--- config.mk ---
export PLATFORM = sky130hd
export DESIGN_NAME = boot_lock_flash_protection
export DESIGN_NICKNAME = d
export VERILOG_FILES = /design/src/boot_lock_pkg.sv /design/src/boot_lock_flash_protection.sv /design/src/section_decode.sv
export SDC_FILE = /design/constraint.sdc
export NUM_CORES = 1
export LEC_CHECK = 0
export BUFFER_PORTS_ARGS = -buffer_cell sky130_fd_sc_hd__buf_2
export CAP_MARGIN = 10
export CELL_PAD_IN_SITES_DETAIL_PLACEMENT = 0
export CELL_PAD_IN_SITES_GLOBAL_PLACEMENT = 2
export CORE_MARGIN = 4
export CORE_UTILIZATION = 32
export DETAILED_ROUTE_END_ITERATION = 6
export PLACE_DENSITY = 0.9
export SLEW_MARGIN = 40
export SYNTH_ARGS = -nofsm -noshare
export SYNTH_HDL_FRONTEND = slang
export SYNTH_SLANG_ARGS = --single-unit
--- constraint.sdc ---
create_clock -name i_clk -period 3.89 [get_ports i_clk]
set_input_delay 0.389 -clock i_clk [delete_from_list [all_inputs] [get_ports i_clk]]
set_output_delay 0.389 -clock i_clk [all_outputs]
set_load 0.05 [all_outputs]
--- src/boot_lock_pkg.sv ---
// Shared constants, types and section helpers for the flash protection block
package boot_lock_pkg;

    localparam int FLASH_WORD_BITS = 15;
    localparam int PTR_BITS = 16;
    localparam int PAGE_WORD_BITS = 7;
    localparam int LOCK_BITS = 4;
    localparam int SYNC_STAGES = 2;
    localparam int LOAD_WAIT_CYCLES = 3;

    localparam logic [14:0] APP_RESET_ADDR = 15'h0000;
    localparam logic [14:0] FLASH_TOP_WORDS = 15'h7FFF;
    // Loader size per size-fuse code; 1 means unprogrammed
    localparam logic [14:0] LOADER_WORDS_CODE3 = 15'h0200;
    localparam logic [14:0] LOADER_WORDS_CODE2 = 15'h0400;
    localparam logic [14:0] LOADER_WORDS_CODE1 = 15'h0800;
    localparam logic [14:0] LOADER_WORDS_CODE0 = 15'h1000;

    // Until the lock image is loaded everything counts as programmed
    localparam logic [3:0] LOCK_RESET = 4'h0;
    localparam logic [3:0] LOCK_ERASED = 4'hF;
    localparam logic [1:0] SIZE_FUSE_RESET = 2'h0;
    localparam logic BOOT_FUSE_RESET = 1'b0;
    // Position of the lock field inside the store data word
    localparam int LOCK_DATA_LSB = 2;

    typedef enum logic [1:0] {
        OP_LOAD,
        OP_STORE,
        OP_LOCK_SET,
        OP_NONE
    } op_kind_t;

    typedef struct packed {
        logic loader_lock_upper;
        logic loader_lock_lower;
        logic app_lock_upper;
        logic app_lock_lower;
    } lock_bits_t;

    typedef struct packed {
        op_kind_t kind;
        logic [7:0] flash_pointer_high;
        logic [7:0] flash_pointer_low;
        logic [15:0] data;
    } core_req_t;

    typedef struct packed {
        logic [FLASH_WORD_BITS-PAGE_WORD_BITS-1:0] page;
        logic [PAGE_WORD_BITS-1:0] word;
        logic [15:0] data;
    } prog_req_t;

    function automatic logic [14:0] loader_start_f(input logic [1:0] size_fuses);
        logic [14:0] words;
        words = LOADER_WORDS_CODE3;
        case (size_fuses)
            2'h3: words = LOADER_WORDS_CODE3;
            2'h2: words = LOADER_WORDS_CODE2;
            2'h1: words = LOADER_WORDS_CODE1;
            default: words = LOADER_WORDS_CODE0;
        endcase
        return 15'(FLASH_TOP_WORDS - words + 15'h0001);
    endfunction

endpackage

--- src/boot_lock_flash_protection.sv ---
// Boot lock protection, reset vector and pointer latching for flash self-programming
//
// Contract
// - Lock bits only program; chip erase clears
// - General write-lock never blocks store path
// - General read/write-lock never blocks load/store
// - Stored 1 unprogrammed, 0 programmed
// - App locks 11: application unrestricted
// - App lower 0: stores to application refused
// - App upper 0: loader loads from app refused
// - App upper 0, vectors loader: app irqs off
// - Loader locks 11: loader section unrestricted
// - Loader lower 0: stores to loader refused
// - Loader upper 0: app loads from loader refused
// - Loader upper 0, vectors app: loader irqs off
// - Boot fuse 1: start at address zero
// - Boot fuse 0: start at loader start
// - Software has no fuse write path
// - Pointer is high byte and low byte
// - Low bits word in page, high bits page
// - Address latched when programming starts
// - Load uses pointer bit zero as byte select
// - One buffer word per store operation
// - Size fuses set section boundary
// - Store acts only from loader section
`timescale 1ns/1ns
module boot_lock_flash_protection #(
    parameter int PAGE_WORD_BITS = boot_lock_pkg::PAGE_WORD_BITS
) (
    // Clock and reset
    input wire logic i_clk,
    input wire logic i_rstn,
    // Nonvolatile image and external programming interface
    input wire logic i_boot_reset_select_fuse,
    input wire logic [1:0] i_loader_size_fuses,
    input wire logic [3:0] i_lock_image,
    input wire logic i_chip_erase,
    input wire logic i_ext_lock_prog,
    input wire logic [3:0] i_ext_lock_data,
    // Core request
    input wire logic [14:0] i_pc,
    input wire logic i_req_valid,
    input wire boot_lock_pkg::core_req_t i_req,
    input wire logic i_vectors_in_loader,
    input wire logic i_prog_done,
    // Core answer
    output logic o_ready,
    output logic o_grant,
    output logic o_deny,
    output logic [14:0] o_load_word_addr,
    output logic o_load_byte_select,
    output logic o_irq_enable,
    output logic [14:0] o_reset_vector,
    // Programming engine
    output logic o_prog_start,
    output logic o_prog_busy,
    output boot_lock_pkg::prog_req_t o_prog,
    output logic [3:0] o_lock_bits
);

    typedef enum logic [1:0] {
        ST_IDLE,
        ST_PROG
    } prog_state_t;

    logic [1:0] rst_sync_q;
    logic rstn_q;
    logic boot_fuse_s1_q, boot_fuse_s2_q;
    logic [1:0] size_s1_q, size_s2_q;
    logic [3:0] image_s1_q, image_s2_q;
    logic erase_s1_q, erase_s2_q, erase_s3_q;
    logic ext_s1_q, ext_s2_q, ext_s3_q;
    logic [3:0] ext_data_s1_q, ext_data_s2_q;
    logic [1:0] load_cnt_q;
    logic ready_q;
    logic boot_fuse_q;
    logic [1:0] size_fuses_q;
    boot_lock_pkg::lock_bits_t lock_q;
    prog_state_t state_q;
    logic erase_evt, ext_evt;
    logic [15:0] ptr;
    logic [14:0] tgt_word;
    logic pc_in_loader, tgt_in_loader;
    logic [14:0] loader_start;
    logic store_ok, load_ok, lock_ok;
    logic req_store, req_load, req_lock;
    logic irq_en_d;

    // Reset release through two flops
    always_ff @(posedge i_clk or negedge i_rstn) begin
        if (!i_rstn) begin
            rst_sync_q <= 2'h0;
        end else begin
            rst_sync_q <= {rst_sync_q[0], 1'b1};
        end
    end
    assign rstn_q = rst_sync_q[1];

    always_ff @(posedge i_clk or negedge rstn_q) begin
        if (!rstn_q) begin
            boot_fuse_s1_q <= 1'b0;
            boot_fuse_s2_q <= 1'b0;
            size_s1_q <= 2'h0;
            size_s2_q <= 2'h0;
            image_s1_q <= 4'h0;
            image_s2_q <= 4'h0;
        end else begin
            boot_fuse_s1_q <= i_boot_reset_select_fuse;
            boot_fuse_s2_q <= boot_fuse_s1_q;
            size_s1_q <= i_loader_size_fuses;
            size_s2_q <= size_s1_q;
            image_s1_q <= i_lock_image;
            image_s2_q <= image_s1_q;
        end
    end

    // Programming-interface strobes, edge found after the second stage
    always_ff @(posedge i_clk or negedge rstn_q) begin
        if (!rstn_q) begin
            erase_s1_q <= 1'b0;
            erase_s2_q <= 1'b0;
            erase_s3_q <= 1'b0;
            ext_s1_q <= 1'b0;
            ext_s2_q <= 1'b0;
            ext_s3_q <= 1'b0;
            ext_data_s1_q <= 4'h0;
            ext_data_s2_q <= 4'h0;
        end else begin
            erase_s1_q <= i_chip_erase;
            erase_s2_q <= erase_s1_q;
            erase_s3_q <= erase_s2_q;
            ext_s1_q <= i_ext_lock_prog;
            ext_s2_q <= ext_s1_q;
            ext_s3_q <= ext_s2_q;
            ext_data_s1_q <= i_ext_lock_data;
            ext_data_s2_q <= ext_data_s1_q;
        end
    end
    assign erase_evt = erase_s2_q && !erase_s3_q;
    assign ext_evt = ext_s2_q && !ext_s3_q;

    // Image is caught once the synchronisers hold settled values
    always_ff @(posedge i_clk or negedge rstn_q) begin
        if (!rstn_q) begin
            load_cnt_q <= 2'h0;
            ready_q <= 1'b0;
        end else if (!ready_q) begin
            load_cnt_q <= 2'(load_cnt_q + 2'h1);
            ready_q <= (load_cnt_q == 2'(boot_lock_pkg::LOAD_WAIT_CYCLES - 1));
        end
    end

    // Fuses are sampled every cycle after reset until ready and then held
    always_ff @(posedge i_clk or negedge rstn_q) begin
        if (!rstn_q) begin
            boot_fuse_q <= boot_lock_pkg::BOOT_FUSE_RESET;
            size_fuses_q <= boot_lock_pkg::SIZE_FUSE_RESET;
        end else if (!ready_q) begin
            boot_fuse_q <= boot_fuse_s2_q;
            size_fuses_q <= size_s2_q;
        end
    end

    assign ptr = {i_req.flash_pointer_high, i_req.flash_pointer_low};
    assign tgt_word = ptr[15:1];

    section_decode #(
        .ADDR_W(boot_lock_pkg::FLASH_WORD_BITS)
    ) u_pc_section (
        .i_addr(i_pc),
        .i_size_fuses(size_fuses_q),
        .o_in_loader(pc_in_loader),
        .o_loader_start(loader_start)
    );

    section_decode #(
        .ADDR_W(boot_lock_pkg::FLASH_WORD_BITS)
    ) u_tgt_section (
        .i_addr(tgt_word),
        .i_size_fuses(size_fuses_q),
        .o_in_loader(tgt_in_loader),
        .o_loader_start()
    );

    assign req_store = i_req_valid && ready_q && (i_req.kind == boot_lock_pkg::OP_STORE);
    assign req_load = i_req_valid && ready_q && (i_req.kind == boot_lock_pkg::OP_LOAD);
    assign req_lock = i_req_valid && ready_q && (i_req.kind == boot_lock_pkg::OP_LOCK_SET);

    // General lock bits are not consulted here
    // A lock bit of 1 restricts nothing
    assign store_ok = pc_in_loader && (state_q == ST_IDLE) &&
        (tgt_in_loader ? lock_q.loader_lock_lower : lock_q.app_lock_lower);
    assign load_ok = (pc_in_loader == tgt_in_loader) ||
        (pc_in_loader ? lock_q.app_lock_upper : lock_q.loader_lock_upper);
    assign lock_ok = pc_in_loader && (state_q == ST_IDLE);

    // Once the image is loaded, lock bits move to 0 only; erase restores 1
    always_ff @(posedge i_clk or negedge rstn_q) begin
        if (!rstn_q) begin
            lock_q <= boot_lock_pkg::LOCK_RESET;
        end else if (!ready_q) begin
            lock_q <= image_s2_q;
        end else if (erase_evt) begin
            lock_q <= boot_lock_pkg::LOCK_ERASED;
        end else begin
            lock_q <= lock_q
                & (ext_evt ? ext_data_s2_q : 4'hF)
                & ((req_lock && lock_ok) ?
                i_req.data[boot_lock_pkg::LOCK_DATA_LSB +: boot_lock_pkg::LOCK_BITS] : 4'hF);
        end
    end

    always_ff @(posedge i_clk or negedge rstn_q) begin
        if (!rstn_q) begin
            state_q <= ST_IDLE;
        end else begin
            case (state_q)
                ST_IDLE: begin
                    if (req_store && store_ok) begin
                        state_q <= ST_PROG;
                    end
                end
                ST_PROG: begin
                    if (i_prog_done) begin
                        state_q <= ST_IDLE;
                    end
                end
                default: state_q <= ST_IDLE;
            endcase
        end
    end

    // Latch page, word and one data word
    always_ff @(posedge i_clk or negedge rstn_q) begin
        if (!rstn_q) begin
            o_prog <= '0;
            o_prog_start <= 1'b0;
        end else begin
            o_prog_start <= req_store && store_ok;
            if (req_store && store_ok) begin
                o_prog.page <= ptr[15:PAGE_WORD_BITS+1];
                o_prog.word <= ptr[PAGE_WORD_BITS:1];
                o_prog.data <= i_req.data;
            end
        end
    end
    assign o_prog_busy = (state_q == ST_PROG);

    // Byte select from pointer bit zero
    always_ff @(posedge i_clk or negedge rstn_q) begin
        if (!rstn_q) begin
            o_grant <= 1'b0;
            o_deny <= 1'b0;
            o_load_word_addr <= 15'h0000;
            o_load_byte_select <= 1'b0;
        end else begin
            o_grant <= (req_store && store_ok) || (req_load && load_ok) ||
                (req_lock && lock_ok);
            o_deny <= (req_store && !store_ok) || (req_load && !load_ok) ||
                (req_lock && !lock_ok);
            if (req_load && load_ok) begin
                o_load_word_addr <= tgt_word;
                o_load_byte_select <= ptr[0];
            end
        end
    end

    assign irq_en_d =
        !(!lock_q.app_lock_upper && i_vectors_in_loader && !pc_in_loader) &&
        !(!lock_q.loader_lock_upper && !i_vectors_in_loader && pc_in_loader);

    always_ff @(posedge i_clk or negedge rstn_q) begin
        if (!rstn_q) begin
            o_irq_enable <= 1'b0;
            o_reset_vector <= boot_lock_pkg::APP_RESET_ADDR;
        end else begin
            o_irq_enable <= ready_q && irq_en_d;
            o_reset_vector <= boot_fuse_q ? boot_lock_pkg::APP_RESET_ADDR : loader_start;
        end
    end

    assign o_ready = ready_q;
    assign o_lock_bits = lock_q;

    // Checks

    chk_store_from_app: assert property (
        @(posedge i_clk) disable iff (!rstn_q)
        req_store && !pc_in_loader |=> !o_prog_start && o_deny)
        else $error("store from application section started programming");

    chk_app_write_lock: assert property (
        @(posedge i_clk) disable iff (!rstn_q)
        req_store && !tgt_in_loader && !lock_q.app_lock_lower |=> o_deny && !o_grant)
        else $error("store into write-locked application section allowed");

    chk_loader_write_lock: assert property (
        @(posedge i_clk) disable iff (!rstn_q)
        req_store && tgt_in_loader && !lock_q.loader_lock_lower |=> !o_prog_start)
        else $error("store into write-locked loader section allowed");

    chk_load_app_guard: assert property (
        @(posedge i_clk) disable iff (!rstn_q)
        req_load && pc_in_loader && !tgt_in_loader && !lock_q.app_lock_upper
        |=> o_deny)
        else $error("loader read of read-locked application section");

    chk_load_loader_guard: assert property (
        @(posedge i_clk) disable iff (!rstn_q)
        req_load && !pc_in_loader && tgt_in_loader && !lock_q.loader_lock_upper
        |=> o_deny)
        else $error("application read of read-locked loader section");

    chk_irq_app_gate: assert property (
        @(posedge i_clk) disable iff (!rstn_q)
        !lock_q.app_lock_upper && i_vectors_in_loader && !pc_in_loader
        |=> !o_irq_enable)
        else $error("interrupt left enabled in locked application section");

    chk_irq_loader_gate: assert property (
        @(posedge i_clk) disable iff (!rstn_q)
        !lock_q.loader_lock_upper && !i_vectors_in_loader && pc_in_loader
        |=> !o_irq_enable)
        else $error("interrupt left enabled in locked loader section");

    chk_reset_vector: assert property (
        @(posedge i_clk) disable iff (!rstn_q)
        ready_q && $stable(boot_fuse_q) ##1 ready_q
        |-> o_reset_vector == (boot_fuse_q ? 15'h0000 : loader_start))
        else $error("reset vector does not follow boot fuse");

    chk_addr_hold: assert property (
        @(posedge i_clk) disable iff (!rstn_q)
        o_prog_busy && $past(o_prog_busy) && !o_prog_start |-> $stable(o_prog))
        else $error("latched programming address moved while busy");

    chk_lock_one_way: assert property (
        @(posedge i_clk) disable iff (!rstn_q)
        ready_q && $past(ready_q) && ((lock_q & ~$past(lock_q)) != 4'h0)
        |-> $past(erase_evt))
        else $error("lock bit returned to unprogrammed without chip erase");

    chk_byte_select: assert property (
        @(posedge i_clk) disable iff (!rstn_q)
        req_load && load_ok |=> o_load_byte_select == $past(ptr[0]) &&
        o_load_word_addr == $past(tgt_word))
        else $error("load address or byte select wrong");

endmodule

--- src/section_decode.sv ---
// Decides whether a program-word address lies in the loader section
`timescale 1ns/1ns
module section_decode #(
    parameter int ADDR_W = 15
) (
    // Address under test
    input wire logic [ADDR_W-1:0] i_addr,
    // Loader size fuses
    input wire logic [1:0] i_size_fuses,
    // Result
    output logic o_in_loader,
    output logic [ADDR_W-1:0] o_loader_start
);

    assign o_loader_start = ADDR_W'(boot_lock_pkg::loader_start_f(i_size_fuses));
    assign o_in_loader = (i_addr >= o_loader_start);

endmodule

==> results by group, run 1 <==
Status
  • Outcome: completed

Timing
  • Achievable Freq: 305 MHz
  • RSZ-0062 raised after global routing: no
  • Fin crit share: between 80% and 90%
  • Max Slew Vio Count: 0
  • # setup viols final: 0
  • Post-Route Skew: 0.00267 ns
  • Minimum clock period: ~3.3 ns
  • Final setup margin: 0.615 ns
  • Setup TNS Final: 0 ns
  • Final hold violations: 0
  • Max_slew headroom: 55.0%
  • Actual slew at the worst max-slew pin: 0.669 ns

Global routing
  • Met1 GRT Util: 14.8%
  • Global route hottest layer: met2
  • Pin count of the biggest net entering global routing: between 60 and 70
  • Initial antenna violation count: 0
  • Vias in the first global route: 2,607
  • First-pass GRT wire length: 12.9 mm
  • Met3 usage: under 10%
  • GRT overflow: 0
  • GRT Util Overall: 12.7%
  • M2 GR Usage: 21.6%

Pwr
  • Post-layout power: 3250 uW
  • VDD IR max: 0.382 mV
  • Leakage: 0.00244 uW
  • Power Dens Cells: ~660 nW/um^2

Flow run
  • Max_cap viols: 0

Logic synthesis
  • Post-Synth Adder-Cell Area: approximately 3.3%
  • Mean Syn Cell Area: 14.4 sq um
  • Area contributors post-synth: dfrtp_1 (65%), mux2_2 (11%), mux2_1 (3.6%)
  • Yosys warning count: 0
  • Netlist cell types: 40
  • Post-Synthesis Cells: 262
  • Main combinational cell family by area after synthesis: multiplexers
  • Post-synthesis mux area share: ~15%
  • Cell accounting for the most synthesized area: dfrtp_1
  • XOR/XNOR Fraction of Synth Area: 0.233%
  • Synthesized area: 3760 sq um
  • Synth Register Bits: 98
  • Post-Synth Simple-Gate Area: 7.25%
  • Compound-Gate Fraction of Synth Area: 4.82%
  • Register area share after synthesis: 65.2%
  • Async set or reset register ratio after synthesis: 100%
  • Most frequent cell after synthesis: dfrtp_1
  • Top cell type's share of synthesized area: about 65%
  • Top post-synthesis cells by count: dfrtp_1 (98), mux2_2 (38), mux2_1 (12)
  • Most used DFF post-synth: dfrtp_1
  • EDFF count, synth: 0

Drt
  • Routed WL per cell: 15.1 microns
  • Routed Antenna Nets: 0
  • First DRT Iteration DRCs: 85
  • Drt drc: 0
  • TritonRoute pass-1 iters: 4
  • WL final: 8.31 mm
  • Vias per cell: ~4.6
  • Via count of the routed design: approximately 2,500

Critical path
  • WP data arrival: approximately 3.5 ns
  • Worst-path fanout max: 34
  • Worst reg2reg path startpoint: size_fuses_q[1]
  • R2R depth: 9
  • Crit path kind: flop to flop
  • RR Endpoint: o_prog[1]
  • Startpoint types: flop
  • CP Data Required Time: between 4 and 5 ns
  • Element type at the critical path end: flop
  • Flop2flop setup slack: just over 0.6 ns
  • Worst Setup SP: size_fuses_q[1]

Floorplanning
  • I/O pin count: approximately 140
  • FP Rows: 39
  • DIE AREA: ~14,000 sq um
  • Core ar.: 11,500 sq um
  • Initial cell density of the core: roughly a third
  • Die X: approximately 120 microns
  • Die Height: around 120 microns

Place
  • Pre-CTS WS: 0.609 ns
  • RePlAce Congestion: between 0.7 and 0.8
  • I/O Buffers: 129
  • Post-DP HPWL: 6.35 mm
  • Placed Area: 4560 sq um

Finish
  • Multi-input gate area: approximately 1200 sq um
  • Post-route cell area: 4890 sq um
  • Area growth syn-to-layout: 30.0%
  • Fill cell count: 1,061
  • Nets: 478
  • FF+latch area: approximately 2500 sq um
  • Antenna diodes: 0
  • Proportion of layout cells with a drive suffix above 1: a little under half

Worst hold path
  • Hold path depth: 1
  • Worst min path class: input pin to flop
  • Hold Path Sink: image_s1_q[1]
  • Hold path start: i_lock_image[1]

Clocking
  • CTS Sinks: 98
  • Root Driver: clkbuf_16
  • CTS Buf Count: 9
  • Clk buf depth: 2
  • TritonCTS clock tree: built
  • Htree depth: 3
  • Worst-Skew Late Latency: 0.34 ns
  • Post-CTS setup buffer count: 0
  • Worst-path clk slew: 0.07 ns
==> layout make-up <==
class,count,share of cell area [%]
Tap cell,143,3.66
Clock buffer,9,4.61
Multi-Input combinational cell,149,25.3
Timing Repair Buffer,133,14.1
Inverter,10,0.768
Sequential cell,98,50.2
Clock inverter,7,1.33
==> logic make-up after synthesis <==
family,Yosys count
fa+ha+maj,10
compound gates,27
flops,98
simple gates,48
mux,51
other cells,2
buf+inv,25
xor+xnor,1
==> worst max-delay path: stages, from the launching register on <==
cell	delay, ns
dfrtp_1	0.47
nand2_1	0.19
ha_1	0.36
nor4b_1	0.17
and3_1	0.17
a311oi_1	0.45
mux2i_1	0.30
nor4bb_4	0.22
buf_4	0.44
mux2_2	0.39
==> power breakdown <==
group / switching [uW] / total (uW) / leakage (uW) / internal [uW]
Combinational: 809 / 1090 / 0.00114 / 279
Sequential: 95.7 / 1300 / 0.00117 / 1200
Clock: 407 / 859 / 0.000141 / 452
Total: 1310 / 3250 / 0.00244 / 1930
==> metrics by stage <==
stage / instances / hold WS, ns / util (%)
detailed placement: 531 / 0.175 / 39.8
global placement: 531 / 0.175 / 39.7
CTS: 548 / 0.134 / 42.4
finish: 549 / 0.152 / 42.6
global route: 549 / 0.129 / 42.6
floorplan: 272 / 0.0934 / -
==> cells in the final DEF (no fill, tap or decap), types with 10 or more instances in the layout <==
cell type    n
ha_1        10
nor2_1      10
buf_2      129
conb_1      12
mux2_2      38
inv_1       10
nand2_1     10
dfrtp_1     97
mux2_1      12
==> per-layer routing <==
layer | part of all wire (%) | wire (microns) | vias up
met1 | 41 | 3380 | 1216
met3 | 9.0 | 745 | 13
met2 | 49 | 4050 | 100
li1 | - | - | 1182
met4 | 1.6 | 134 | 0
met5 | 0 | 0 | -
==> sequential cells by signal, summed over array words and instances (netlist names), 2 cells and up <==
name	flops
o_prog	31
o_load_word_addr	15
o_reset_vector	6
ext_data_s1_q	4
ext_data_s2_q	4
image_s1_q	4
image_s2_q	4
o_lock_bits	4
load_cnt_q	2
rst_sync_q	2
size_fuses_q	2
size_s1_q	2
size_s2_q	2
==> worst max path at each step <==
stage / endpoint / depth (start not counted)
2_1_floorplan: boot_fuse_q / 0
6_report: o_prog[1] / 9
3_5_place_dp: o_prog[1] / 9
4_1_cts: o_prog[1] / 9
5_1_grt: o_prog[25] / 9
3_3_place_gp: o_prog[1] / 9
==> timing repair <==
action / CTS / global route
endpoints found under the hold margin: 2 / 0
hold buffers: 1 / 0
gates resized for setup: 0 / 0
Note: power is estimated with default switching activity, not from simulation.
==> run 2, diff against run 1 <==
--- a/config.mk
+++ b/config.mk
@@ -5,12 +5,13 @@
 export SDC_FILE = /design/constraint.sdc
 export NUM_CORES = 1
 export LEC_CHECK = 0
+export ABC_AREA = 1
 export BUFFER_PORTS_ARGS = -buffer_cell sky130_fd_sc_hd__buf_2
 export CAP_MARGIN = 10
 export CELL_PAD_IN_SITES_DETAIL_PLACEMENT = 0
 export CELL_PAD_IN_SITES_GLOBAL_PLACEMENT = 2
 export CORE_MARGIN = 4
-export CORE_UTILIZATION = 32
+export CORE_UTILIZATION = 30
 export DETAILED_ROUTE_END_ITERATION = 6
 export PLACE_DENSITY = 0.9
 export SLEW_MARGIN = 40
==> constraint.sdc (replaced) <==
create_clock -name i_clk -period 3.4 [get_ports i_clk]
set_input_delay 0.34 -clock i_clk [delete_from_list [all_inputs] [get_ports i_clk]]
set_output_delay 0.34 -clock i_clk [all_outputs]
set_load 0.05 [all_outputs]
==> run 2 against run 1 <==
Combinational power rose by 10%; cell count rose by 39%; via count up 35%; sequential power grew 14%; critical path depth is 2 higher; core utilization decreased by 3.9 points; power grew 15%; critical endpoint is now o_prog[13]; highest routed layer unchanged.
==> results by group, run 2 <==
Status
  • Outcome: completed

Clocking
  • Post-CTS setup buffer count: 0
  • CTS Sinks: 98
  • Hold buffer count at CTS: 1
  • PostCTS Resize Cnt: 0
  • Worst-path clk slew: 0.06 ns
  • CTS Buf Count: 9
  • Worst-Skew Late Latency: 0.34 ns
  • Root Driver: clkbuf_16
  • Htree depth: 3
  • TritonCTS clock tree: built
  • Clk buf depth: 2

Critical path
  • Crit path kind: flop to flop
  • RR Endpoint: o_prog[13]
  • CP Buf/Inv Count: 0
  • Worst-path fanout max: 34
  • Largest stage delay, worst path: about 0.42 ns
  • Startpoint types: flop
  • Critical-path cell list: nand2_1 > ha_1 > nand2_1 > nor2_1 > nand2_1 > nor2_1 > nor2_4 > nor2_4 > nand3_4 > nand2_1 > nand2_1
  • CP max-delay cell: dfrtp_1
  • Worst reg2reg path startpoint: size_fuses_q[1]
  • Flop2flop setup slack: roughly 0.8 ns
  • Element type at the critical path end: flop
  • WP data arrival: 2.82 ns
  • Crit path capture: o_prog[13]
  • Most frequent CP cell: nand2_1
  • R2R depth: 11
  • Top delay family on crit path: simple AND/OR/NAND/NOR gates
  • CP Depth: 11
  • Worst Setup SP: size_fuses_q[1]
  • CP Data Required Time: between 3 and 4 ns

Drt
  • First DRT Iteration DRCs: 151
  • Drt drc: 0
  • Vias per cell: 4.45
  • Via count of the routed design: roughly 3,400
  • Routed Antenna Nets: 0
  • Routed WL per cell: 14.2 microns
  • TritonRoute pass-1 iters: 4
  • WL final: 10.8 mm

Logic synthesis
  • Area contributors post-synth: dfrtp_1 (58%), nand2_1 (12%), nand4_1 (7.9%)
  • Top cell type's share of synthesized area: about three fifths
  • Register area share after synthesis: 58.1%
  • Mean Syn Cell Area: 9.48 sq um
  • Synth Register Bits: just under 100
  • Netlist cell types: 28
  • Async set or reset register ratio after synthesis: 100%
  • Yosys warning count: 0
  • Top post-synthesis cells by count: nand2_1 (140), dfrtp_1 (98), nand4_1 (53), inv_1 (39), nor2_1 (33)
  • Most used DFF post-synth: dfrtp_1
  • Post-Synthesis Cells: 445
  • Synthesized area: 4220 sq um
  • Cell accounting for the most synthesized area: dfrtp_1
  • EDFF count, synth: 0
  • Most frequent cell after synthesis: nand2_1

Timing
  • Setup TNS Final: 0 ns
  • # setup viols final: 0
  • Post-Route Skew: 0.00439 ns
  • Final hold violations: 0
  • RSZ-0062 raised after global routing: no
  • Actual slew at the worst max-slew pin: 0.680 ns
  • Max Slew Vio Count: 0
  • Max_slew headroom: 54.5%
  • Fin crit share: 76.3%
  • Minimum clock period: approximately 2.6 ns
  • Achievable Freq: 385 MHz

Worst hold path
  • Worst min path class: input pin to flop
  • Hold path start: i_boot_reset_select_fuse

Finish
  • Commonest non-fill, non-tap cell in the layout: nand2_1
  • Proportion of layout cells with a drive suffix above 1: between 20% and 30%
  • Antenna diodes: 0
  • Area growth syn-to-layout: 26.9%
  • Non-filler cells, final: about 760
  • Max reg flops: 31
  • Fill cell count: 1,405
  • FF+latch area: around 2500 sq um
  • Nets: 654
  • Top flop regs: o_prog (31), o_load_word_addr (15), o_reset_vector (6)
  • Multi-input gate area: around 1500 sq um
  • Most frequent cells in the layout: nand2_1 (140), buf_2 (129), dfrtp_1 (97)
  • Most flops, register: o_prog
  • Utilization after layout: 38.7%

Global routing
  • Met1 GRT Util: 17.4%
  • Initial antenna violation count: 0
  • M2 GR Usage: 22.3%
  • Global route hottest layer: met2
  • Vias in the first global route: 3,346
  • Met3 usage: 3.96%
  • Pin count of the biggest net entering global routing: 35
  • GRT overflow: 0
  • GRT Util Overall: 13.6%
  • First-pass GRT wire length: 17.4 mm

Pwr
  • Net switching power: 1490 uW
  • VDD IR max: 0.354 mV
  • Combinational power share: 32.0%
  • Part of the power in registers: 39.4%
  • Sw Ratio: approximately 40%
  • Post-layout power: 3750 uW
  • Leakage: about 0.0029 uW
  • Power Dens Cells: ~700 nW/um^2
  • Internal: between 2000 and 2500 uW
  • Part of the power in the clock network: 28.5%

Floorplanning
  • FP Rows: 43
  • Initial cell density of the core: 30.5%
  • Die X: roughly 130 microns
  • DIE AREA: 16,000 sq um
  • Die Height: 127 microns
  • Core ar.: between 10,000 and 15,000 sq um
  • I/O pin count: 139

Place
  • I/O Buffers: 129
  • RePlAce Congestion: 0.785
  • Inst Count DP: 745
  • Post-DP HPWL: 8.25 mm

Flow run
  • Max_cap viols: 0
-- run 2: changes by cell type after synthesis, sizes merged, moves of 12 or more --
| cell | delta |
|---|---|
| nor2 | +26 |
| mux2 | -50 |
| nand2 | +132 |
| inv | +29 |
| buf | +12 |
| nand4 | +53 |
-- run 2: cell families (layout without fill, tap and decap cells) --
family                     after synthesis  in the layout  synth area share [%]
DFF                                     98             98                  58.1
buffers and inverters                   65            191                  7.74
AOI/OAI and AO/OA                       19             19                  2.40
xor gates and xnor gates                 1              1                 0.208
adders and majority gates               10             10                  2.97
and+or+nand+nor                        250            250                  28.4
other                                    2             12                 0.178
-- run 2: power groups by stage --
stage          logic, uW  registers [uW]  clock network, uW
2_1_floorplan        276            2100                  0
3_3_place_gp        1180            1510                  0
3_5_place_dp        1210            1500                  0
4_1_cts             1210            1480               1100
5_1_grt             1280            1500               1150
6_report            1200            1480               1070
-- run 2: worst min path at each step --
stage,endpoint,slack [ns],cells after the start
after CTS,boot_fuse_s1_q,0.08,1
after floorplan,rst_sync_q[0],0.04,0
final,boot_fuse_s1_q,0.10,1
after global placement,rst_sync_q[0],0.13,1
after global routing,boot_fuse_s1_q,0.08,1
after detailed placement,rst_sync_q[0],0.13,1
-- run 2: stage by stage --
stage          area, sq um  hold WS, ns  setup slack [ns]
2_1_floorplan         4260       0.0444             0.468
3_3_place_gp          4990        0.126             0.906
3_5_place_dp          5030        0.127             0.788
4_1_cts               5350       0.0830             0.776
5_1_grt               5350       0.0829             0.502
6_report              5350        0.100             0.805
-- run 2: cell type report --
type	instances	area share (%)
tap	180	4.21
inverter	39	2.73
sequential	98	45.9
multi-input combinational	292	27.7
timing repair buffer	137	13.7
clock inverter	4	1.43
clock buffer	11	4.35
-- run 2: routing by layer --
metal  up-vias  share of wire (%)
met5         -                  0
met4         0                1.5
met3        14                7.0
met2       102                 49
met1      1580                 42
li1       1689                  -
